<file path="src/pkg/pldt_pkg.sv">
package pldt_pkg;
   // lane geometry
   localparam int LANES        = 2;
   localparam int DATA_W       = 32;
   localparam int K_W          = 4;
   localparam int DBG_W        = 320;
   localparam int LANE_STRIDE  = 160;
   // debug bit positions, lane 0 (lane 1 adds the stride)
   localparam int POS_TXDATA   = 0;
   localparam int POS_TXK      = 32;
   localparam int POS_TXSKIP   = 36;
   localparam int POS_TXSYNC   = 37;
   localparam int POS_TXBLK    = 39;
   localparam int POS_DETLB    = 40;
   localparam int POS_TXIDLE   = 41;
   localparam int POS_COMPL    = 42;
   localparam int POS_RXPOL    = 43;
   localparam int POS_PWR      = 44;
   localparam int POS_RXDATA   = 46;
   localparam int POS_RXK      = 78;
   localparam int POS_RXSKIP   = 82;
   localparam int POS_RXSYNC   = 83;
   localparam int POS_RXBLK    = 85;
   localparam int POS_RXVALID  = 86;
   localparam int POS_DONE     = 87;
   localparam int POS_RXIDLE   = 88;
   localparam int POS_RXSTAT   = 89;
   localparam int POS_RATE     = 92;
   // receive status codes
   localparam logic [2:0] RXST_OK    = 3'h0;
   localparam logic [2:0] RXST_SKPAD = 3'h1;
   localparam logic [2:0] RXST_SKPRM = 3'h2;
   localparam logic [2:0] RXST_DET   = 3'h3;
   localparam logic [2:0] RXST_DECER = 3'h4;
   localparam logic [2:0] RXST_OVF   = 3'h5;
   localparam logic [2:0] RXST_UNF   = 3'h6;
   // sync header, power-down, rate codes
   localparam logic [1:0] SYNC_OS    = 2'h1;
   localparam logic [1:0] SYNC_DATA  = 2'h2;
   localparam logic [1:0] PWR_ON     = 2'h0;
   localparam logic [1:0] PWR_IDLE   = 2'h1;
   localparam logic [1:0] PWR_LOOP   = 2'h2;
   localparam logic [1:0] PWR_BAD    = 2'h3;
   localparam logic [1:0] RATE_G1    = 2'h1;
   localparam logic [1:0] RATE_G2    = 2'h2;
   localparam logic [1:0] RATE_RSV   = 2'h0;
   // fifo
   localparam int FIFO_DEPTH  = 4;
endpackage

</file>
<file path="src/hw/pldt_fifo.sv">
`timescale 1ns/1ps
// small synchronous fifo with valid/ready on both sides
module pldt_fifo #(
   parameter int WIDTH = 8,
   parameter int DEPTH = 4
) (
   input  wire logic             core_clk_i,
   input  wire logic             rst_i,
   input  wire logic             ce_i,
   input  wire logic [WIDTH-1:0] in_data_i,
   input  wire logic             in_valid_i,
   output logic                  in_ready_o,
   output logic      [WIDTH-1:0] out_data_o,
   output logic                  out_valid_o,
   input  wire logic             out_ready_i
);
   localparam int AW = (DEPTH > 1) ? $clog2(DEPTH) : 1;
   if (DEPTH < 2 || (1 << AW) != DEPTH) begin
      $error("fifo depth must be power of two >= 2");
   end
   logic [WIDTH-1:0] mem_q [DEPTH];   // storage
   logic [AW-1:0]    wr_q;            // write pointer
   logic [AW-1:0]    rd_q;            // read pointer
   logic [AW:0]      cnt_q;           // fill level
   logic             push;
   logic             pop;

   assign in_ready_o  = (cnt_q != (AW+1)'(DEPTH));
   assign out_valid_o = (cnt_q != '0);
   assign out_data_o  = mem_q[rd_q];
   assign push = ce_i && in_valid_i && in_ready_o;
   assign pop  = ce_i && out_valid_o && out_ready_i;

   // storage write
   always_ff @(posedge core_clk_i) begin
      if (push) begin
         mem_q[wr_q] <= in_data_i;
      end
   end

   // pointers and level
   always_ff @(posedge core_clk_i) begin
      if (rst_i) begin
         wr_q  <= '0;
         rd_q  <= '0;
         cnt_q <= '0;
      end else begin
         if (push) wr_q <= wr_q + AW'(1);
         if (pop)  rd_q <= rd_q + AW'(1);
         if (push && !pop) cnt_q <= cnt_q + (AW+1)'(1);
         else if (pop && !push) cnt_q <= cnt_q - (AW+1)'(1);
      end
   end
endmodule

</file>
<file path="src/hw/pldt_tap.sv">
`timescale 1ns/1ps
////////////////////////////////////////////////////////////////////////////////
module pldt_tap #(
   parameter int LANES = pldt_pkg::LANES,
   parameter int DEPTH = pldt_pkg::FIFO_DEPTH
) (
   input  wire logic                                  core_clk_i,
   input  wire logic                                  rst_i,
   input  wire logic                                  ce_i,
   // receive side, from the serial pins domain (synchronised here)
   input  wire logic [LANES*pldt_pkg::DATA_W-1:0]     rx_data_raw_i,
   input  wire logic [LANES*pldt_pkg::K_W-1:0]        rx_k_raw_i,
   input  wire logic [LANES-1:0]                      rx_lock_i,
   input  wire logic [LANES-1:0]                      rx_line_idle_i,
   input  wire logic [LANES*3-1:0]                    rx_event_i,
   input  wire logic [LANES-1:0]                      rx_blk_start_i,
   input  wire logic [LANES*2-1:0]                    rx_sync_hdr_i,
   input  wire logic [LANES-1:0]                      rx_skip_i,
   input  wire logic [LANES-1:0]                      op_done_i,
   // mac side controls and transmit data
   input  wire logic [LANES*pldt_pkg::DATA_W-1:0]     tx_data_i,
   input  wire logic [LANES*pldt_pkg::K_W-1:0]        tx_k_i,
   input  wire logic [LANES-1:0]                      tx_skip_i,
   input  wire logic [LANES*2-1:0]                    tx_sync_hdr_i,
   input  wire logic [LANES-1:0]                      tx_blk_start_i,
   input  wire logic [LANES-1:0]                      det_loop_i,
   input  wire logic [LANES-1:0]                      tx_idle_ctl_i,
   input  wire logic [LANES-1:0]                      compl_ctl_i,
   input  wire logic [LANES-1:0]                      rx_invert_i,
   input  wire logic [LANES*2-1:0]                    pwr_ctl_i,
   input  wire logic [LANES*2-1:0]                    rate_ctl_i,
   // debug consumer
   input  wire logic                                  dbg_ready_i,
   output logic                                       dbg_valid_o,
   output logic [pldt_pkg::DBG_W-1:0]                 dbg_o,
   output logic                                       tap_ready_o,
   // per-lane physical outcome
   output logic [LANES-1:0]                           tx_line_idle_o,
   output logic [LANES-1:0]                           tx_neg_disp_o,
   output logic [LANES-1:0]                           pwr_illegal_o,
   output logic [LANES-1:0]                           rate_reserved_o
);
   localparam int DW = pldt_pkg::DATA_W;
   localparam int KW = pldt_pkg::K_W;
   localparam int BW = pldt_pkg::DBG_W;
   localparam int ST = pldt_pkg::LANE_STRIDE;

   // refuse lane counts whose slices overrun the debug word
   if (LANES < 1 || LANES * ST > BW) begin
      $error("lane count does not fit the debug word");
   end

   ////////////////////////////////////////////////////////////////////////////
   // two-flop synchronisers for everything arriving from the pins
   localparam int SW = LANES*(DW+KW+1+1+3+1+2+1+1);
   logic [SW-1:0] sync1_q;   // first stage, read only by stage two
   logic [SW-1:0] sync2_q;   // stable copy
   always_ff @(posedge core_clk_i) begin
      if (rst_i) begin
         sync1_q <= '0;
         sync2_q <= '0;
      end else if (ce_i) begin
         sync1_q <= {rx_data_raw_i, rx_k_raw_i, rx_lock_i, rx_line_idle_i, rx_event_i,
                     rx_blk_start_i, rx_sync_hdr_i, rx_skip_i, op_done_i};
         sync2_q <= sync1_q;
      end
   end

   logic [LANES*DW-1:0] s_rxd;    // synchronised rx data
   logic [LANES*KW-1:0] s_rxk;    // synchronised k flags
   logic [LANES-1:0]    s_lock;   // symbol lock
   logic [LANES-1:0]    s_idle;   // line idle
   logic [LANES*3-1:0]  s_evt;    // rx status
   logic [LANES-1:0]    s_blk;    // rx block start
   logic [LANES*2-1:0]  s_sh;     // rx sync header
   logic [LANES-1:0]    s_skip;   // rx data skip
   logic [LANES-1:0]    s_done;   // phy operation done level
   assign {s_rxd, s_rxk, s_lock, s_idle, s_evt, s_blk, s_sh, s_skip, s_done} = sync2_q;

   ////////////////////////////////////////////////////////////////////////////
   // per-lane logic: polarity, status, done pulse, debug word assembly
   logic [LANES-1:0] done_prev_q;   // last done level, for the edge pulse
   always_ff @(posedge core_clk_i) begin
      if (rst_i) begin
         done_prev_q <= '0;
      end else if (ce_i) begin
         done_prev_q <= s_done;
      end
   end

   logic [BW-1:0]    word_d;       // assembled debug word
   logic [LANES-1:0] rxvalid_w;    // per-lane rx valid
   logic [LANES-1:0] done_pulse;   // one-cycle completion
   always_comb begin
      word_d = '0;   // unassigned positions stay zero
      for (int l = 0; l < LANES; l++) begin
         // status code copied verbatim; 3'h7 reserved, never produced
         word_d[l*ST+pldt_pkg::POS_RXSTAT +: 3] = s_evt[l*3 +: 3];
         // receive flags from the phy, already synchronised
         word_d[l*ST+pldt_pkg::POS_RXIDLE]     = s_idle[l];
         done_pulse[l] = s_done[l] && !done_prev_q[l];
         word_d[l*ST+pldt_pkg::POS_DONE]       = done_pulse[l];
         rxvalid_w[l] = s_lock[l];
         word_d[l*ST+pldt_pkg::POS_RXVALID]    = rxvalid_w[l];
         word_d[l*ST+pldt_pkg::POS_RXBLK]      = s_blk[l];
         word_d[l*ST+pldt_pkg::POS_RXSYNC +: 2] = s_sh[l*2 +: 2];
         word_d[l*ST+pldt_pkg::POS_RXSKIP]     = s_skip[l];
         // data inverted while polarity asserted; zero without lock
         word_d[l*ST+pldt_pkg::POS_RXDATA +: DW] =
            s_lock[l] ? (s_rxd[l*DW +: DW] ^ {DW{rx_invert_i[l]}}) : '0;
         word_d[l*ST+pldt_pkg::POS_RXK +: KW]  = s_lock[l] ? s_rxk[l*KW +: KW] : '0;
         // transmit data and framing from the mac, same clock
         word_d[l*ST+pldt_pkg::POS_TXDATA +: DW] = tx_data_i[l*DW +: DW];
         word_d[l*ST+pldt_pkg::POS_TXK +: KW]  = tx_k_i[l*KW +: KW];
         word_d[l*ST+pldt_pkg::POS_TXSKIP]     = tx_skip_i[l];
         word_d[l*ST+pldt_pkg::POS_TXSYNC +: 2] = tx_sync_hdr_i[l*2 +: 2];
         word_d[l*ST+pldt_pkg::POS_TXBLK]      = tx_blk_start_i[l];
         // mac lane controls, copied as driven
         word_d[l*ST+pldt_pkg::POS_DETLB]      = det_loop_i[l];
         word_d[l*ST+pldt_pkg::POS_TXIDLE]     = tx_idle_ctl_i[l];
         word_d[l*ST+pldt_pkg::POS_COMPL]      = compl_ctl_i[l];
         word_d[l*ST+pldt_pkg::POS_RXPOL]      = rx_invert_i[l];
         word_d[l*ST+pldt_pkg::POS_PWR +: 2]   = pwr_ctl_i[l*2 +: 2];
         word_d[l*ST+pldt_pkg::POS_RATE +: 2]  = rate_ctl_i[l*2 +: 2];
      end
   end

   ////////////////////////////////////////////////////////////////////////////
   // lane outcome flags from the mac controls
   always_ff @(posedge core_clk_i) begin
      if (rst_i) begin
         tx_line_idle_o  <= '1;
         tx_neg_disp_o   <= '0;
         pwr_illegal_o   <= '0;
         rate_reserved_o <= '0;
      end else if (ce_i) begin
         for (int l = 0; l < LANES; l++) begin
            // idle when forced or power state says idle
            tx_line_idle_o[l]  <= tx_idle_ctl_i[l] ||
                                  (pwr_ctl_i[l*2 +: 2] == pldt_pkg::PWR_IDLE);
            tx_neg_disp_o[l]   <= compl_ctl_i[l];
            pwr_illegal_o[l]   <= (pwr_ctl_i[l*2 +: 2] == pldt_pkg::PWR_BAD);
            rate_reserved_o[l] <= (rate_ctl_i[l*2 +: 2] == pldt_pkg::RATE_RSV);
         end
      end
   end

   ////////////////////////////////////////////////////////////////////////////
   // capture stage feeding the fifo
   logic [BW-1:0] cap_q;        // captured debug word
   logic          cap_vld_q;    // capture valid
   logic          fifo_in_rdy;  // fifo accepts
   always_ff @(posedge core_clk_i) begin
      if (rst_i) begin
         cap_q     <= '0;
         cap_vld_q <= 1'b0;
      end else if (ce_i) begin
         if (!cap_vld_q || fifo_in_rdy) begin
            cap_q     <= word_d;
            cap_vld_q <= 1'b1;
         end
      end
   end

   logic [BW-1:0] fifo_data;   // fifo head
   logic          fifo_vld;    // fifo non-empty
   logic          out_take;    // output stage may load
   assign out_take = !dbg_valid_o || dbg_ready_i;

   pldt_fifo #(
      .WIDTH (BW),
      .DEPTH (DEPTH)
   ) u_fifo (
      .core_clk_i  (core_clk_i),
      .rst_i       (rst_i),
      .ce_i        (ce_i),
      .in_data_i   (cap_q),
      .in_valid_i  (cap_vld_q),
      .in_ready_o  (fifo_in_rdy),
      .out_data_o  (fifo_data),
      .out_valid_o (fifo_vld),
      .out_ready_i (out_take)
   );

   // registered output stage
   always_ff @(posedge core_clk_i) begin
      if (rst_i) begin
         dbg_o       <= '0;
         dbg_valid_o <= 1'b0;
         tap_ready_o <= 1'b0;
      end else if (ce_i) begin
         tap_ready_o <= fifo_in_rdy;
         if (out_take) begin
            dbg_o       <= fifo_data;
            dbg_valid_o <= fifo_vld;
         end
      end
   end
endmodule

</file>
<file path="config.mk">
export PLATFORM = sky130hd
export DESIGN_NAME = pldt_tap
export DESIGN_NICKNAME = d
export VERILOG_FILES = /design/src/pkg/pldt_pkg.sv /design/src/hw/pldt_fifo.sv /design/src/hw/pldt_tap.sv
export SDC_FILE = /design/constraint.sdc
export NUM_CORES = 2
export LEC_CHECK = 0
export ABC_AREA = 1
export BUFFER_PORTS_ARGS = -buffer_cell sky130_fd_sc_hd__clkbuf_2
export CAP_MARGIN = 0
export CORE_MARGIN = 2
export CORE_UTILIZATION = 34
export DETAILED_ROUTE_END_ITERATION = 8
export PLACE_DENSITY = 0.5
export SLEW_MARGIN = 5
export SYNTH_ARGS = -nofsm -noshare
export SYNTH_HDL_FRONTEND = slang
export SYNTH_SLANG_ARGS = --single-unit
</file>
<file path="constraint.sdc">
create_clock -name core_clk_i -period 11 [get_ports core_clk_i]
set_input_delay 0.55 -clock core_clk_i [delete_from_list [all_inputs] [get_ports core_clk_i]]
set_output_delay 0.55 -clock core_clk_i [all_outputs]
set_load 0.005 [all_outputs]
</file>
==> flow_summary.ini <==
[timing]
finClkSkew_ps = 17.9
maxSlewHeadroom = 0.232
setup_viol = 0
setup_slack_ps = 7350
slew_violations = 0
worstMarginPinSlew_ps = 1150
fin_crit_ps = 3650
rsz0062_at_grt = false
tns_ps = 0
fin_crit_sh = 0.332
final_hold_viol_count = 0
max_freq_ghz = 0.274

[cts]
cts.path.max_buffers = 3
clkTransAtPathRegs_ps = 60
cts_buffers = 153
worstSkewPairLatency_ps = 770
cts_tree = done
cts.sinks = 1332
hold_buffers = 137
cts_setup_buffers = 0
cts_max_level = 4
cts_root_buf = clkbuf_16
cts_resized = 0

[critical_path]
crit_path_end_kind = flop
worstPathCellList = nor2_4 > nand3_4 > nand2_8 > buf_12 > buf_4 > nand2_1 > nand2_1 > nor2_1
reg2reg_from = u_fifo.cnt_q[0]
critPathRequiredTime_ps = 11660
crit_type = flop to flop
cp_data_arrival_time_ps = 4310
path_common_cell = nand2_1
path_max_fanout = 169
startpoint_type = flop
reg2reg_depth = 8
timing.rr.end = cap_q[164]
critPathSlowestCell = buf_4
crit_path_max_incr_delay_ps = 810
rrSetupSlack_ps = 7350

[global_routing]
grt_start_max_net_pins = 199
antenna_found_initial = 5
grt_overflow = 0
grt_pass1_vias = 36900
grt_pass1_wl_um = 224000
grt_use_total = 0.178

[floorplanning]
die_w_um = 404
rows = 146
initial_core_util = 0.343
ios = 522
dieHeight_um = 404
dieArea_sq_um = 164000
core_area_sq_um = 159000

[synth]
synth_area_per_cell_sq_um = 8.68
ys_seq_area_frac = 0.627
yosysWarnings = 0
synth_cell_types = 26
syn_area_sq_um = 54500
ys_ff_latch = 1332
synth_cells = 6284

[routing]
vias_per_cell = 4.43
routed_wl_um = 148000
drc = 0
drt_iter0_drc = 2236
firstDrtPassIters = 5
drt-wirelength-per-cell_um = 16.7
ant_nets = 0
vias = 39300

[placement]
pre_cts_slack_ps = 6580
port_buffers = 389
dp_hpwl_um = 83000
place_congestion = 0.724

[layout]
syn2layout_area_growth_pct = 17.0
n_antenna_cell = 0
finalCoreUtilization = 0.402
fin_nets = 6865
drive_gt1_frac = 0.0993

[hold_path]
worstHoldPathCells = 3
worstHoldStart = rx_data_raw_i[51]
min_to = sync1_q[79]
hold_path_class = input port to flop

[pwr]
ir_drop_v = 0.000162
power_density_nw_per_um2 = 206
p_leak_nw = 29.3

[status]
status = finished clean

[flow_run]
max_cap_viol_count = 0
cell type report:
class	instances	area [sq um]
clock buffer	223	4390
clock inverter	64	588
fill	15800	95000
inverter	760	2890
multi-input combinational	3853	15400
sequential	1332	34200
tap	2072	2590
timing repair buffer	567	3730
synthesized netlist by cell type:
cell type / number / area, sq um
clkbuf_1: 108 / 405
nor2_1: 1256 / 4710
buf_6: 13 / 146
inv_1: 756 / 2840
nand2_1: 1840 / 6910
buf_1: 39 / 146
a21oi_1: 25 / 125
nand3b_1: 2 / 15.0
a211oi_1: 1 / 7.51
buf_4: 154 / 1160
fa_1: 1 / 20.0
dfxtp_1: 580 / 11600
nand2_4: 1 / 11.3
nor2_4: 1 / 11.3
ha_1: 5 / 62.6
nor3_1: 1 / 5.00
o211ai_1: 1 / 7.51
clkinv_2: 1 / 5.00
o21ai_0: 193 / 966
edfxtp_1: 752 / 22600
buf_2: 156 / 781
xor2_1: 1 / 8.76
conb_1: 1 / 3.75
nand3_4: 1 / 17.5
inv_2: 3 / 11.3
nand3_1: 392 / 1960
power breakdown:
| part | switching, W | leakage [nW] | total, W | internal [W] |
|---|---|---|---|---|
| sequential | 0.000276 | 11.7 | 0.00595 | 0.00567 |
| combinational | 0.00153 | 15.1 | 0.00221 | 0.000682 |
| clock | 0.00209 | 2.43 | 0.00500 | 0.00291 |
| total | 0.00390 | 29.3 | 0.0132 | 0.00926 |
metal layers:
metal,GRT usage,part of all wire
met3,0.0284,0.044
met4,0.0435,0.018
met2,0.298,0.47
met1,0.240,0.46
met5,0,0
logic make-up (layout without fill, tap and decap cells):
family	count (synthesis)	in the layout	share of synthesized area
buf+inv	1230	1614	0.101
other cells	1	132	0.0000688
flops	1332	1332	0.627
xor+xnor	1	1	0.000161
compound gates	220	220	0.0203
simple gates	3494	3494	0.250
fa+ha+maj	6	6	0.00151
stage by stage:
stage	instance area, sq um	hold WS [ps]	power, W	std cells
floorplan	55000	434	0.00751	6415
global placement	57400	442	0.00826	8447
detailed placement	57400	449	0.00828	8447
CTS	63800	0.574	0.0134	8871
global route	63800	2.07	0.0139	8871
finish	63800	58.4	0.0132	8871
state kept, by name (all words and copies together), names as in the netlist, 2 cells and up:
register         flops
u_fifo.wr_q          2
cap_q              188
sync2_q             92
rate_reserved_o      2
sync1_q             92
u_fifo.rd_q          2
pwr_illegal_o        2
dbg_o              188
u_fifo.cnt_q         3
tx_neg_disp_o        2
tx_line_idle_o       2
done_prev_q          2
u_fifo.mem_q       752
how the worst max path moves through the flow:
stage	from	to	slack [ps]	cells past startpoint
final	u_fifo.cnt_q[0]	cap_q[164]	7350	8
after global placement	ce_i	dbg_o[6]	6650	9
after floorplan	ce_i	u_fifo.mem_q[0][0]	1420	6
after global routing	u_fifo.cnt_q[0]	cap_q[217]	6970	8
after CTS	u_fifo.cnt_q[0]	cap_q[164]	7200	8
after detailed placement	ce_i	dbg_o[228]	6580	9
placed cells by master, fill, tap and decap left out, drive strengths merged, types with 2 or more instances in the layout:
cell,Yosys,routed
nand2,1841,1841
nor2,1257,1257
inv,759,766
edfxtp,752,752
clkbuf,108,611
dfxtp,580,580
nand3,393,393
o21ai,193,193
dlygate4sd3,0,137
conb,1,132
clkinv,1,49
buf,362,42
a21oi,25,25
ha,5,5
bufinv,0,5
clkinvlp,0,4
nand3b,2,2
worst max-delay path: cells and delay by family, from the launching register on:
| kind | cells | cell delay [ps] |
|---|---|---|
| buffers and inverters | 2 | 1420 |
| AND/OR/NAND/NOR | 6 | 1620 |
| flip-flops | 1 | 360 |
Note: power is estimated with default switching activity, not from simulation.
